`config.mk`:
```
export PLATFORM = sky130hd
export DESIGN_NAME = nv_trim_program_erase_ctrl
export DESIGN_NICKNAME = d
export VERILOG_FILES = /design/src/pkg/nv_trim_pkg.sv /design/src/pkg/nv_cell_if.sv /design/src/verilog/nv_cell_array.sv /design/src/verilog/nv_trim_program_erase_ctrl.sv
export SDC_FILE = /design/constraint.sdc
export NUM_CORES = 1
export LEC_CHECK = 0
export ABC_CLOCK_PERIOD_IN_PS = 10050
export BUFFER_PORTS_ARGS = -buffer_cell sky130_fd_sc_hd__buf_2
export CAP_MARGIN = 20
export CORE_ASPECT_RATIO = 1.5
export CORE_MARGIN = 2
export CORE_UTILIZATION = 50
export CTS_BUF_LIST = sky130_fd_sc_hd__clkbuf_4 sky130_fd_sc_hd__clkbuf_8 sky130_fd_sc_hd__clkbuf_16
export DETAILED_ROUTE_END_ITERATION = 6
export PLACE_DENSITY = 0.76
export SLEW_MARGIN = 10
export SYNTH_ARGS = -nofsm -noshare
export SYNTH_HDL_FRONTEND = slang
export SYNTH_SLANG_ARGS = --single-unit
```
`constraint.sdc`:
```
create_clock -name ref_clk -period 10.05 [get_ports ref_clk]
set_input_delay 3.015 -clock ref_clk [delete_from_list [all_inputs] [get_ports ref_clk]]
set_output_delay 3.015 -clock ref_clk [all_outputs]
set_load 0.005 [all_outputs]
```
`src/pkg/nv_trim_pkg.sv`:
```
package nv_trim_pkg;
   localparam int CLK_MHZ          = 50;
   localparam int CLK_PERIOD_NS    = 20;
   localparam int RD_TIMER_UNIT_US = 5000;
   localparam int WR_TIMER_UNIT_US = 50000;
   localparam int RD_UNIT_CYCLES   = RD_TIMER_UNIT_US * CLK_MHZ;
   localparam int WR_PER_RD_UNITS  = WR_TIMER_UNIT_US / RD_TIMER_UNIT_US;
   localparam int CELL_BITS        = 6;
   localparam int TRIM_SIGN_BIT    = 5;
   localparam int CTL_LAUNCH_BIT   = 3;
   localparam int OP_SEL_W         = 3;
   localparam int ST_VERIFY_BIT    = 2;
   localparam int ST_VARIANT_BIT   = 1;
   localparam int ST_ACTIVE_BIT    = 0;
   localparam int ATTEMPT_W        = 2;
   localparam int PHASE_W          = 12;
   localparam logic [1:0] LAST_ATTEMPT = 2'h2;
   localparam logic [7:0] CMD_NV_CONTROL = 8'hB8;
   localparam logic [7:0] CMD_NV_MASK    = 8'hB9;
   localparam logic [7:0] CMD_RD_VOLT    = 8'hF4;
   localparam logic [7:0] CMD_WR_VOLT    = 8'hF5;
   localparam logic [7:0] CMD_WR_TIMER   = 8'hF6;
   localparam logic [7:0] CMD_RD_TIMER   = 8'hF7;
   localparam logic [7:0] CMD_BIAS_POT   = 8'h81;
   localparam logic [7:0] CMD_DISP_OFF   = 8'hAE;
   localparam logic [7:0] CMD_DISP_ON    = 8'hAF;
   localparam logic [7:0] CMD_SW_RESET   = 8'hE2;
   localparam logic [2:0] OP_PROGRAM     = 3'h3;
   localparam logic [2:0] OP_ERASE       = 3'h2;
   localparam logic [7:0] POT_RESET      = 8'h49;
   localparam logic [7:0] RD_VOLT_RESET  = 8'h64;
   localparam logic [7:0] WR_VOLT_RESET  = 8'hFF;
   localparam logic [7:0] WR_TIMER_RESET = 8'h02;
   localparam logic [7:0] RD_TIMER_RESET = 8'h02;
   localparam logic [5:0] CELL_RESET     = 6'h00;
   typedef enum logic [2:0] {
      S_AUTO_START, S_AUTO_SENSE, S_AUTO_SETTLE,
      S_IDLE, S_PULSE, S_VERIFY, S_CHECK
   } nv_state_t;
endpackage

```
`src/pkg/nv_cell_if.sv`:
```
`timescale 1ns/1ns
`default_nettype none
interface nv_cell_if;
   logic       applyPulse;
   logic       opProgram;
   logic       supplyOk;
   logic       senseReq;
   logic [5:0] mask;
   logic [5:0] senseData;
   modport ctrl  (output applyPulse, opProgram, supplyOk, senseReq, mask,
                  input senseData);
   modport cells (input applyPulse, opProgram, supplyOk, senseReq, mask,
                  output senseData);
endinterface
`default_nettype wire

```
`src/verilog/nv_cell_array.sv`:
```
`timescale 1ns/1ns
`default_nettype none
module nv_cell_array (
   input  wire logic clk,
   input  wire logic rstN,
   nv_cell_if.cells  cellBus
);
   logic [5:0] cells_r;
   // cells model the store; programming sets bits only with the supply up
   wire [5:0] progVal  = cells_r | cellBus.mask;
   wire [5:0] eraseVal = cells_r & ~cellBus.mask;
   wire       progOk   = cellBus.opProgram && cellBus.supplyOk;

   always_ff @(posedge clk or negedge rstN) begin
      if (!rstN) begin
         cells_r <= nv_trim_pkg::CELL_RESET;
      end else if (cellBus.applyPulse) begin
         cells_r <= cellBus.opProgram ? (progOk ? progVal : cells_r)
                                      : eraseVal;
      end
   end

   always_ff @(posedge clk or negedge rstN) begin
      if (!rstN) begin
         cellBus.senseData <= nv_trim_pkg::CELL_RESET;
      end else if (cellBus.senseReq) begin
         cellBus.senseData <= cells_r; // see [RULE5]
      end
   end
endmodule
`default_nettype wire

```
`src/verilog/nv_trim_program_erase_ctrl.sv`:
```
// Notes on behaviour
// [RULE1] status read returns live flags
// [RULE2] verify after each attempt; pass sets ok
// [RULE3] two retries, third failure aborts, ok low
// [RULE4] variant flag is a fixed constant
// [RULE5] store holds six trim cells
// [RULE6] effective pot is pot plus/minus trim
// [RULE7] nv operations exclude display enable
// [RULE8] cycle type from cmd/data and read/write
// [RULE9] control byte then parameter launches operation
// [RULE10] mask byte selects cells for operation
// [RULE11] host polls status until done; the testbench waits on the nvOpActive and verifyOk outputs instead
// [RULE12] host resets and waits before commands
// [RULE13] host pulses reset before power down
// [RULE14] display disable keeps all other state
// [RULE15] host programs one cell at once
// [RULE16] host erases before programming
// [RULE17] ok at bit two, active at bit zero
// [RULE18] timer commands set pulse lengths
// [RULE19] auto read only after hardware reset
// [RULE20] auto read flags go 00,10,11,01
`timescale 1ns/1ns
`default_nettype none
module nv_trim_program_erase_ctrl #(
   parameter int   TICK_CYCLES = nv_trim_pkg::RD_UNIT_CYCLES,
   parameter logic VARIANT_ID  = 1'b0 // arbitrary value
)(
   input  wire logic       ref_clk,
   input  wire logic       reset_n,
   input  wire logic       hostStrobe,
   input  wire logic       cmdDataSelect,
   input  wire logic       readWriteSelect,
   input  wire logic [7:0] hostWrData,
   input  wire logic       programSupplyPin,
   output logic      [7:0] hostRdData,
   output logic            hostRdValid,
   output logic            displayEnable,
   output logic      [7:0] effectivePotValue,
   output logic      [5:0] trimOffsetField,
   output logic      [7:0] pumpVoltageSetting,
   output logic            nvOpActive,
   output logic            verifyOk
);
   localparam int TW = $clog2(TICK_CYCLES + 1);
   localparam logic [TW-1:0] TICK_LAST = TW'(TICK_CYCLES - 1);

   logic [1:0] rstPipe_r;
   wire        rstSyncN = rstPipe_r[1];
   always_ff @(posedge ref_clk or negedge reset_n) begin
      if (!reset_n) rstPipe_r <= '0;
      else rstPipe_r <= {rstPipe_r[0], 1'b1};
   end

   logic supplyMeta_r, supplySync_r;
   always_ff @(posedge ref_clk or negedge rstSyncN) begin
      if (!rstSyncN) begin
         supplyMeta_r <= 1'b0;
         supplySync_r <= 1'b0;
      end else begin
         supplyMeta_r <= programSupplyPin;
         supplySync_r <= supplyMeta_r;
      end
   end

   nv_trim_pkg::nv_state_t state_r, state_nxt;
   logic       active_r, active_nxt, ok_r, ok_nxt;
   logic [nv_trim_pkg::ATTEMPT_W-1:0] attempt_r, attempt_nxt;
   logic       phaseStart, applyPulse, senseReq, loadTrim;
   logic [7:0] pot_r, rdVolt_r, wrVolt_r, wrTimer_r, rdTimer_r, mask_r;
   logic [7:0] pendCmd_r;
   logic       pendValid_r, dispEn_r, opProgram_r;
   logic [5:0] trim_r;
   logic [TW-1:0] tickCnt_r;
   logic [nv_trim_pkg::PHASE_W-1:0] phaseCnt_r;

   nv_cell_if cellBus ();
   nv_cell_array u_cells (
      .clk     (ref_clk),
      .rstN    (rstSyncN),
      .cellBus (cellBus.cells)
   );
   assign cellBus.applyPulse = applyPulse;
   assign cellBus.opProgram  = opProgram_r;
   assign cellBus.supplyOk   = supplySync_r;
   assign cellBus.senseReq   = senseReq;
   assign cellBus.mask       = mask_r[nv_trim_pkg::CELL_BITS-1:0];

   // host cycle decode
   wire cmdWrite   = hostStrobe && !cmdDataSelect && !readWriteSelect; // see [RULE8]
   wire statusRead = hostStrobe && !cmdDataSelect && readWriteSelect; // see [RULE8]
   wire opcodeWr   = cmdWrite && !pendValid_r;
   wire paramWr    = cmdWrite && pendValid_r;
   wire busy       = state_r != nv_trim_pkg::S_IDLE;
   wire paramOk    = paramWr && !busy; // see [RULE7]
   wire takesParam = hostWrData == nv_trim_pkg::CMD_NV_CONTROL
                  || hostWrData == nv_trim_pkg::CMD_NV_MASK
                  || hostWrData == nv_trim_pkg::CMD_RD_VOLT
                  || hostWrData == nv_trim_pkg::CMD_WR_VOLT
                  || hostWrData == nv_trim_pkg::CMD_WR_TIMER
                  || hostWrData == nv_trim_pkg::CMD_RD_TIMER
                  || hostWrData == nv_trim_pkg::CMD_BIAS_POT;
   wire [2:0] opSel = hostWrData[nv_trim_pkg::OP_SEL_W-1:0];
   wire opIsProg   = opSel == nv_trim_pkg::OP_PROGRAM;
   wire launchReq  = paramWr && pendCmd_r == nv_trim_pkg::CMD_NV_CONTROL
                  && hostWrData[nv_trim_pkg::CTL_LAUNCH_BIT]
                  && (opIsProg || opSel == nv_trim_pkg::OP_ERASE); // see [RULE9]
   wire launchOk   = launchReq && !busy && !dispEn_r; // see [RULE7]
   wire dispOnOk   = opcodeWr && hostWrData == nv_trim_pkg::CMD_DISP_ON
                  && !busy; // see [RULE7]
   wire dispOff    = opcodeWr && hostWrData == nv_trim_pkg::CMD_DISP_OFF;
   // software reset only replaces the pending opcode and clears its flag, so no auto read
   wire swReset    = opcodeWr && hostWrData == nv_trim_pkg::CMD_SW_RESET;

   always_ff @(posedge ref_clk or negedge rstSyncN) begin
      if (!rstSyncN) begin
         pendValid_r <= 1'b0;
         pendCmd_r   <= '0;
      end else if (cmdWrite) begin
         pendValid_r <= opcodeWr && takesParam;
         pendCmd_r   <= hostWrData;
      end
   end

   // parameter bytes are consumed but dropped while an operation runs
   always_ff @(posedge ref_clk or negedge rstSyncN) begin
      if (!rstSyncN) begin
         pot_r     <= nv_trim_pkg::POT_RESET;
         rdVolt_r  <= nv_trim_pkg::RD_VOLT_RESET;
         wrVolt_r  <= nv_trim_pkg::WR_VOLT_RESET;
         wrTimer_r <= nv_trim_pkg::WR_TIMER_RESET;
         rdTimer_r <= nv_trim_pkg::RD_TIMER_RESET;
         mask_r    <= '0;
      end else if (paramOk) begin
         unique case (pendCmd_r)
            nv_trim_pkg::CMD_NV_MASK:  mask_r    <= hostWrData; // see [RULE10]
            nv_trim_pkg::CMD_RD_VOLT:  rdVolt_r  <= hostWrData;
            nv_trim_pkg::CMD_WR_VOLT:  wrVolt_r  <= hostWrData;
            nv_trim_pkg::CMD_WR_TIMER: wrTimer_r <= hostWrData; // see [RULE18]
            nv_trim_pkg::CMD_RD_TIMER: rdTimer_r <= hostWrData; // see [RULE18]
            nv_trim_pkg::CMD_BIAS_POT: pot_r     <= hostWrData;
            default: ;
         endcase
      end
   end

   // display off clears only the enable; nothing else is reset
   always_ff @(posedge ref_clk or negedge rstSyncN) begin
      if (!rstSyncN) dispEn_r <= 1'b0;
      else if (dispOff) dispEn_r <= 1'b0; // see [RULE14]
      else if (dispOnOk) dispEn_r <= 1'b1; // see [RULE7]
   end

   // phase timer: one tick per read-timer unit, restarted per phase
   wire tick      = tickCnt_r == TICK_LAST;
   wire phaseDone = tick && phaseCnt_r <= 1;
   wire [nv_trim_pkg::PHASE_W-1:0] wrLen =
      nv_trim_pkg::PHASE_W'(wrTimer_r * nv_trim_pkg::WR_PER_RD_UNITS);
   wire [nv_trim_pkg::PHASE_W-1:0] rdLen =
      nv_trim_pkg::PHASE_W'(rdTimer_r);
   wire [nv_trim_pkg::PHASE_W-1:0] phaseLen =
      (state_nxt == nv_trim_pkg::S_PULSE) ? wrLen : rdLen; // see [RULE18]

   always_ff @(posedge ref_clk or negedge rstSyncN) begin
      if (!rstSyncN) begin
         tickCnt_r  <= '0;
         phaseCnt_r <= '0;
      end else if (phaseStart) begin
         tickCnt_r  <= '0;
         phaseCnt_r <= phaseLen;
      end else begin
         tickCnt_r  <= tick ? '0 : tickCnt_r + 1'b1;
         if (tick && phaseCnt_r != '0) phaseCnt_r <= phaseCnt_r - 1'b1;
      end
   end

   wire [5:0] selMask   = mask_r[nv_trim_pkg::CELL_BITS-1:0];
   wire [5:0] sensedSel = cellBus.senseData & selMask;
   wire verifyPass = opProgram_r ? (sensedSel == selMask)
                                 : (sensedSel == '0);

   always_comb begin
      state_nxt   = state_r;
      active_nxt  = active_r;
      ok_nxt      = ok_r;
      attempt_nxt = attempt_r;
      phaseStart  = 1'b0;
      applyPulse  = 1'b0;
      senseReq    = 1'b0;
      loadTrim    = 1'b0;
      unique case (state_r)
         nv_trim_pkg::S_AUTO_START: begin
            state_nxt  = nv_trim_pkg::S_AUTO_SENSE;
            active_nxt = 1'b1; // see [RULE20]
            phaseStart = 1'b1;
         end
         nv_trim_pkg::S_AUTO_SENSE: if (phaseDone) begin
            senseReq   = 1'b1;
            ok_nxt     = 1'b1; // see [RULE20]
            state_nxt  = nv_trim_pkg::S_AUTO_SETTLE;
            phaseStart = 1'b1;
         end
         nv_trim_pkg::S_AUTO_SETTLE: if (phaseDone) begin
            loadTrim   = 1'b1;
            active_nxt = 1'b0; // see [RULE20]
            state_nxt  = nv_trim_pkg::S_IDLE;
         end
         nv_trim_pkg::S_IDLE: if (launchOk) begin
            state_nxt   = nv_trim_pkg::S_PULSE;
            active_nxt  = 1'b1;
            ok_nxt      = 1'b0;
            attempt_nxt = '0;
            phaseStart  = 1'b1;
         end
         nv_trim_pkg::S_PULSE: if (phaseDone) begin
            applyPulse = 1'b1;
            state_nxt  = nv_trim_pkg::S_VERIFY;
            phaseStart = 1'b1;
         end
         nv_trim_pkg::S_VERIFY: if (phaseDone) begin
            senseReq  = 1'b1; // see [RULE2]
            state_nxt = nv_trim_pkg::S_CHECK;
         end
         nv_trim_pkg::S_CHECK: begin
            if (verifyPass) begin
               ok_nxt     = 1'b1; // see [RULE2]
               active_nxt = 1'b0;
               state_nxt  = nv_trim_pkg::S_IDLE;
            end else if (attempt_r == nv_trim_pkg::LAST_ATTEMPT) begin
               ok_nxt     = 1'b0; // see [RULE3]
               active_nxt = 1'b0;
               state_nxt  = nv_trim_pkg::S_IDLE;
            end else begin
               attempt_nxt = attempt_r + 1'b1; // see [RULE3]
               state_nxt   = nv_trim_pkg::S_PULSE;
               phaseStart  = 1'b1;
            end
         end
         default: state_nxt = nv_trim_pkg::S_IDLE;
      endcase
   end

   // only a hardware reset enters the auto read
   always_ff @(posedge ref_clk or negedge rstSyncN) begin
      if (!rstSyncN) begin
         state_r   <= nv_trim_pkg::S_AUTO_START; // see [RULE19]
         active_r  <= 1'b0;
         ok_r      <= 1'b0;
         attempt_r <= '0;
      end else begin
         state_r   <= state_nxt;
         active_r  <= active_nxt;
         ok_r      <= ok_nxt;
         attempt_r <= attempt_nxt;
      end
   end

   always_ff @(posedge ref_clk or negedge rstSyncN) begin
      if (!rstSyncN) opProgram_r <= 1'b0;
      else if (launchOk) opProgram_r <= opIsProg; // see [RULE9]
   end

   always_ff @(posedge ref_clk or negedge rstSyncN) begin
      if (!rstSyncN) trim_r <= nv_trim_pkg::CELL_RESET;
      else if (loadTrim) trim_r <= cellBus.senseData; // see [RULE5]
   end

   wire [7:0] trimMag = 8'(trim_r[nv_trim_pkg::TRIM_SIGN_BIT-1:0]);
   wire [7:0] effNext = trim_r[nv_trim_pkg::TRIM_SIGN_BIT]
                        ? pot_r - trimMag : pot_r + trimMag; // see [RULE6]
   wire [7:0] statusByte;
   assign statusByte = {5'h00, ok_r, VARIANT_ID, active_r}; // see [RULE17]

   always_ff @(posedge ref_clk or negedge rstSyncN) begin
      if (!rstSyncN) begin
         hostRdData         <= '0;
         hostRdValid        <= 1'b0;
         effectivePotValue  <= nv_trim_pkg::POT_RESET;
         pumpVoltageSetting <= nv_trim_pkg::RD_VOLT_RESET;
      end else begin
         hostRdValid        <= statusRead;
         if (statusRead) hostRdData <= statusByte; // see [RULE1]
         effectivePotValue  <= effNext;
         pumpVoltageSetting <= (state_r == nv_trim_pkg::S_PULSE)
                               ? wrVolt_r : rdVolt_r;
      end
   end

   assign displayEnable   = dispEn_r;
   assign trimOffsetField = trim_r;
   assign nvOpActive      = active_r;
   assign verifyOk        = ok_r;
endmodule
`default_nettype wire

```
# Yosys cells after proc, flatten, opt, wreduce, memory -nomap -nowiden
# Cells that the tools add are included.
# word_totals
regBits,135
inputBits,14
out_inout_bits,34
elab_cells,164
# classes
add_sub_neg,5
n_mul,1
magnitude_cmp,1
n_eq_ne,36
muxes,41
n_bitwise,4
n_reduce_logical,50
# ops
operator,count
$eq A8 B8 Y1 const B,16
$mux W12,3
$mux W18,2
$mux W3,7
$pmux W3 S7,1
$add A18 B1 Y18 const B,1
$eq A18 B18 Y1 const B,1
$logic_and A1 B1 Y1,18
$mux W1,17
$mux W8,2
$reduce_and A2 Y1,7
$and A6 B6 Y6,2
$eq A3 B2 Y1 const B,4
$eq A3 B3 Y1 const B,4
$le A12 B1 Y1 const B,1
$mux W6,2
$reduce_and A4 Y1,3
$reduce_bool A12 Y1,1
$sub A12 B1 Y12 const B,1
$mul A8 B3 Y11 const B,1
$ne A2 B2 Y1 const B,5
$add A8 B5 Y8,1
$pmux W1 S4,2
$sub A8 B5 Y8,1
other kinds (20),35

# Longest topological paths before layout
# depth
ltp_word,14
ltp_mapped,10
ltp_nobuf,10

# By module
# A second synthesis with hierarchy kept.
# unflattened
cells_unflattened,583
area_unflattened_um2,6765.2
# by_module_without_submodules
module,n_inst,cells_per_inst,area_each_um2,seq_area_each_um2
nv_trim_program_erase_ctrl,1,550,6296.0,3105.5
nv_cell_array,1,33,469.2,300.3

# Worst setup path after synthesis
# OpenSTA, ideal clock, no wires.
# synth_path
path_type,input-to-reg
startpoint,in cmdDataSelect
endpoint,reg wrTimer_r[7]
setup_ns,0.125
arrival_time_ns,4.801
required_ns,9.925
path_slack_ns,5.124
stages,6
n_path_buf,1
cell_sequence,or3b_1 -> buf_2 -> nor3_2 -> nand3_1 -> nor3b_2 -> mux2_2
# synth_via
elab_chain_len,6
# synth_lines
item,line,rtl
from (decl),nv_trim_program_erase_ctrl.sv:31,"input wire logic cmdDataSelect,"
$logic_not A1 Y1,nv_trim_program_erase_ctrl.sv:89,wire cmdWrite = hostStrobe && !cmdDataSelect && !readWriteSelect;
$logic_and A1 B1 Y1 (2 in a row),nv_trim_program_erase_ctrl.sv:89,
$logic_and A1 B1 Y1,nv_trim_program_erase_ctrl.sv:92,wire paramWr = cmdWrite && pendValid_r;
$logic_and A1 B1 Y1,nv_trim_program_erase_ctrl.sv:94,wire paramOk = paramWr && !busy;
$reduce_and A2 Y1 (no line),-,
to (signal assigned),nv_trim_program_erase_ctrl.sv:130,wrTimer_r <= nv_trim_pkg::WR_TIMER_RESET;
to (signal assigned),nv_trim_program_erase_ctrl.sv:138,nv_trim_pkg::CMD_WR_TIMER: wrTimer_r <= hostWrData;
to (decl),nv_trim_program_erase_ctrl.sv:69,"logic [7:0] pot_r, rdVolt_r, wrVolt_r, wrTimer_r, rdTimer_r, mask_r;"
# Every way passes these cells.
# A chain may end at the register's enable or synchronous reset.

# Worst setup path in the final report
# layout_path
startpoint,in cmdDataSelect
endpoint,reg phaseCnt_r[4] (netlist bit)
# layout_via
elab_chain_len,14
elab_cells_between_ends,17
classes_between,eq/ne: 1; mux: 6; reduce/logical: 10
# layout_lines
item,line,rtl
$logic_not A1 Y1 *,nv_trim_program_erase_ctrl.sv:89,
$logic_and A1 B1 Y1 * (2 in a row),nv_trim_program_erase_ctrl.sv:89,
$logic_and A1 B1 Y1 *,nv_trim_program_erase_ctrl.sv:92,
$logic_and A1 B1 Y1 *,nv_trim_program_erase_ctrl.sv:104,wire launchReq = paramWr && pendCmd_r == nv_trim_pkg::CMD_NV_CONTROL
$logic_and A1 B1 Y1 *,nv_trim_program_erase_ctrl.sv:105,&& hostWrData[nv_trim_pkg::CTL_LAUNCH_BIT]
$logic_and A1 B1 Y1 *,nv_trim_program_erase_ctrl.sv:106,&& (opIsProg || opSel == nv_trim_pkg::OP_ERASE);
$logic_and A1 B1 Y1 * (2 in a row),nv_trim_program_erase_ctrl.sv:107,wire launchOk = launchReq && !busy && !dispEn_r;
$mux W3,nv_trim_program_erase_ctrl.sv:207,nv_trim_pkg::S_IDLE: if (launchOk) begin
$pmux W3 S7,nv_trim_program_erase_ctrl.sv:190,unique case (state_r)
$eq A3 B3 Y1,nv_trim_program_erase_ctrl.sv:161,(state_nxt == nv_trim_pkg::S_PULSE) ? wrLen : rdLen;
$mux W12,nv_trim_program_erase_ctrl.sv:161,
$mux W12,nv_trim_program_erase_ctrl.sv:167,end else if (phaseStart) begin
to (signal assigned),nv_trim_program_erase_ctrl.sv:169,phaseCnt_r <= phaseLen;
to (signal assigned),nv_trim_program_erase_ctrl.sv:172,if (tick && phaseCnt_r != '0) phaseCnt_r <= phaseCnt_r - 1'b1;
to (decl),nv_trim_program_erase_ctrl.sv:74,logic [nv_trim_pkg::PHASE_W-1:0] phaseCnt_r;
# Every way passes the cells marked *; elsewhere a longest branch is shown, timed or not.

==> metrics.md <==
| Metric | Value |
|---|---|
| Status | `complete, no violations` |
| Area growth syn-to-layout | `12.8%` |
| Initial core utilization | `0.506` |
| # fillers | `approximately 1100` |
| Syn avg cell area | `around 12 µm²` |
| Core Util, Final | `0.571` |
| Vias | `roughly 4500` |
| Die ar. | `about 14000 µm²` |
| Die height | `approximately 150 µm` |
| DRT antenna net count | `0` |
| Worst Setup Start Kind | `input pin` |
| CP endpoint | `phaseCnt_r[4]$_DFFE_PN0P_` |
| Vias per cell | `~5.7` |
| Multi-input gate area | `about 3100 µm²` |
| Fraction of layout cells with a size suffix above 1 | `0.297` |
| Worst IR Drop VDD | `roughly 0.12 mV` |
| # Post-CTS Setup Buffers | `0` |
| CP endpoint kind | `register` |
| Post-layout min period | `~5 ns` |
| Grt total ovfl | `0` |
| Largest net degree at the start of global routing | `69` |
| Clock buffer depth | `2` |
| # setup viols final | `0` |
| # clock sinks | `between 100 and 150` |
| Vias in the first global route | `4800` |
| Drt pass-1 iters | `4` |
| First-pass GRT wire length | `23000 µm` |
| Slew Limit Fails | `0` |
| Clock tree from TritonCTS | `done` |
| FP Rows | `52` |
| Core Area | `13300 µm²` |
| H-tree levels | `4` |
| Post-Synthesis Cells | `just under 600` |
| Post-DP Area | `slightly above 7000 µm²` |
| Seq cells post-synth | `between 100 and 150` |
| Max Clock Skew | `roughly 0.0086 ns` |
| Final instance area | `7620 µm²` |
| Nets | `roughly 670` |
| Worst EP required | `10.35 ns` |
| Reg2reg path depth | `6` |
| 1st-iter DRT viols | `about 190` |
| Initial antenna violation count | `0` |
| Crit path from | `cmdDataSelect` |
| Power Density | `roughly 160 nW/µm²` |
| RSZ-0062 raised after global routing | `no` |
| Tightest Pin Transition | `0.946 ns` |
| Post-synthesis cell type count | `between 60 and 70` |
| Reg2Reg Capture Point | `phaseCnt_r[10]$_DFFE_PN0P_` |
| GP Congestion | `0.854` |
| Routed WL per cell | `between 15 and 20 µm` |
| Slew margin rel. | `0.368` |
| Post-route DRC | `0` |
| Fmax | `slightly above 200 MHz` |
| Diode count | `0` |
| Commonest non-fill, non-tap cell in the layout | `dfrtp_1` |
| MaxCap Viol Count | `0` |
| Register area share after synthesis | `0.505` |
| Commonest cells after routing, fill and taps aside | `dfrtp_1, mux2_2, nand2_1` |
| TritonCTS Buffers | `17` |
| Die Wd | `between 90 and 100 µm` |
| P_leak | `approximately 3.7 nW` |
| Mapped Area | `6750 µm²` |
| Seq. cell area | `3410 µm²` |
| FFs w/ async S/R, synth | `1.00` |
| CTS hold repair buffers | `0` |
| Root buffer cell | `clkbuf_16` |
| DRT Wirelength | `approximately 13000 µm` |
| DP Worst Slack | `around 4.7 ns` |
| Worst path arrival time | `~5.2 ns` |
| IO Pins | `48` |
| Worst-path clk slew | `about 0.06 ns` |
| Fin crit share | `0.492` |
| Post-CTS Resized | `0` |
| Worst min-delay path class | `register to register` |
| # port buffers | `between 40 and 50` |
| Total GRT Usage | `0.199` |
| Post-synth EDFFs | `0` |
| Critical path peak fanout | `12` |
| Top FF cell, synth | `dfrtp_1` |
| Hold Vio Cnt, Final | `0` |
| Setup TNS | `0 ns` |
| R2r setup slk | `just over 7 ns` |
| Latest clock arrival within the worst-skew pair | `between 0.4 and 0.5 ns` |
| RR Startpoint | `tickCnt_r[11]$_DFF_PN0_` |
| Dpl hpwl | `about 9600 µm` |
| Worst Setup Slack, final | `roughly 5.1 ns` |
| Syn. warnings | `0` |
| Kind of critical path | `input pin to register` |
==> final cells by class <==
cell class	count	share of cell area
Sequential cell	135	0.448
Clock buffer	17	0.0558
Clock inverter	15	0.0204
Timing Repair Buffer	43	0.0289
Inverter	18	0.00887
Multi-Input combinational cell	409	0.412
Tap cell	162	0.0266
==> report_power, final <==
group          internal (W)  switching (W)
Combinational    0.00000681      0.0000185
Clock              0.000350       0.000259
Sequential         0.000550      0.0000115
Total              0.000907       0.000289
==> routing by layer <==
layer / global-route usage / up-vias / part of all wire
li1: - / 2136 / -
met1: 0.235 / 2277 / 0.41
met2: 0.349 / 90 / 0.54
met3: 0.0431 / 24 / 0.030
met4: 0.0822 / 0 / 0.017
met5: 0 / - / 0
==> worst min path at each step <==
| stage | startpoint | end | slack [ns] | cells past startpoint |
|---|---|---|---|---|
| 6_report | supplyMeta_r$_DFF_PN0_ | cellBus.supplyOk$_DFF_PN0_ | 0.35 | 0 |
| 5_1_grt | supplyMeta_r$_DFF_PN0_ | cellBus.supplyOk$_DFF_PN0_ | 0.35 | 0 |
| 3_5_place_dp | supplyMeta_r$_DFF_PN0_ | cellBus.supplyOk$_DFF_PN0_ | 0.33 | 0 |
| 4_1_cts | supplyMeta_r$_DFF_PN0_ | cellBus.supplyOk$_DFF_PN0_ | 0.35 | 0 |
| 2_1_floorplan | supplyMeta_r$_DFF_PN0_ | cellBus.supplyOk$_DFF_PN0_ | 0.33 | 0 |
| 3_3_place_gp | supplyMeta_r$_DFF_PN0_ | cellBus.supplyOk$_DFF_PN0_ | 0.33 | 0 |
==> through the flow <==
stage	instances	hold slack, ns	total power [W]
final	799	0.349	0.00120
after global routing	799	0.354	0.00123
after CTS	799	0.349	0.00120
after detailed placement	767	0.335	0.000597
after global placement	767	0.332	0.000596
after floorplan	589	0.331	0.000587
==> flip-flops by register name, indices dropped and copies added (netlist names), 3 cells and up, named ones only <==
signal                     flops
effectivePotValue              8
mask_r                         6
pendCmd_r                      8
phaseCnt_r                    12
pot_r                          8
pumpVoltageSetting             8
rdTimer_r                      8
rdVolt_r                       8
state_r                        3
tickCnt_r                     18
trimOffsetField                6
u_cells.cellBus.senseData      6
wrTimer_r                      8
wrVolt_r                       8
==> Yosys cell counts (all sizes together) (3+ instances only) <==
master	instances	area share
nand4	7	0.0083
nand3	14	0.010
dfrtp	113	0.42
xnor2	22	0.029
nand4b	3	0.0039
buf	15	0.017
nand2	50	0.030
o21bai	3	0.0033
a21oi	23	0.017
and3	6	0.0056
ha	25	0.046
xor2	15	0.019
nor3	17	0.017
a31oi	9	0.0083
dfstp	22	0.086
a211oi	3	0.0048
nor2	44	0.024
or3	3	0.0030
mux2	67	0.12
nand2b	3	0.0028
mux2i	14	0.021
inv	18	0.010
a21o	9	0.010
o31ai	5	0.0056
and2	3	0.0032
o21ai	12	0.0089
a2bb2oi	3	0.0048
nor3b	5	0.0070
nand3b	4	0.0050
nor4	5	0.0078
clkbuf	12	0.0069
==> kinds of logic after synthesis <==
logic type | share of synthesized area
and+or+nand+nor | 0.145
DFF | 0.505
muxes | 0.136
AOI/OAI and AO/OA | 0.0795
buffers and inverters | 0.0335
xor gates and xnor gates | 0.0480
adders and majority gates | 0.0523
other | 0.00111
==> critical path, cell delays in order <==
cell     delay (ns)
buf_2          0.11
or3b_1         0.53
nor3_2         0.30
nand4_2        0.20
o31ai_1        0.13
buf_4          0.22
a21o_1         0.36
mux2i_1        0.27
mux2i_1        0.10
Power figures use the tool's default switching activity.
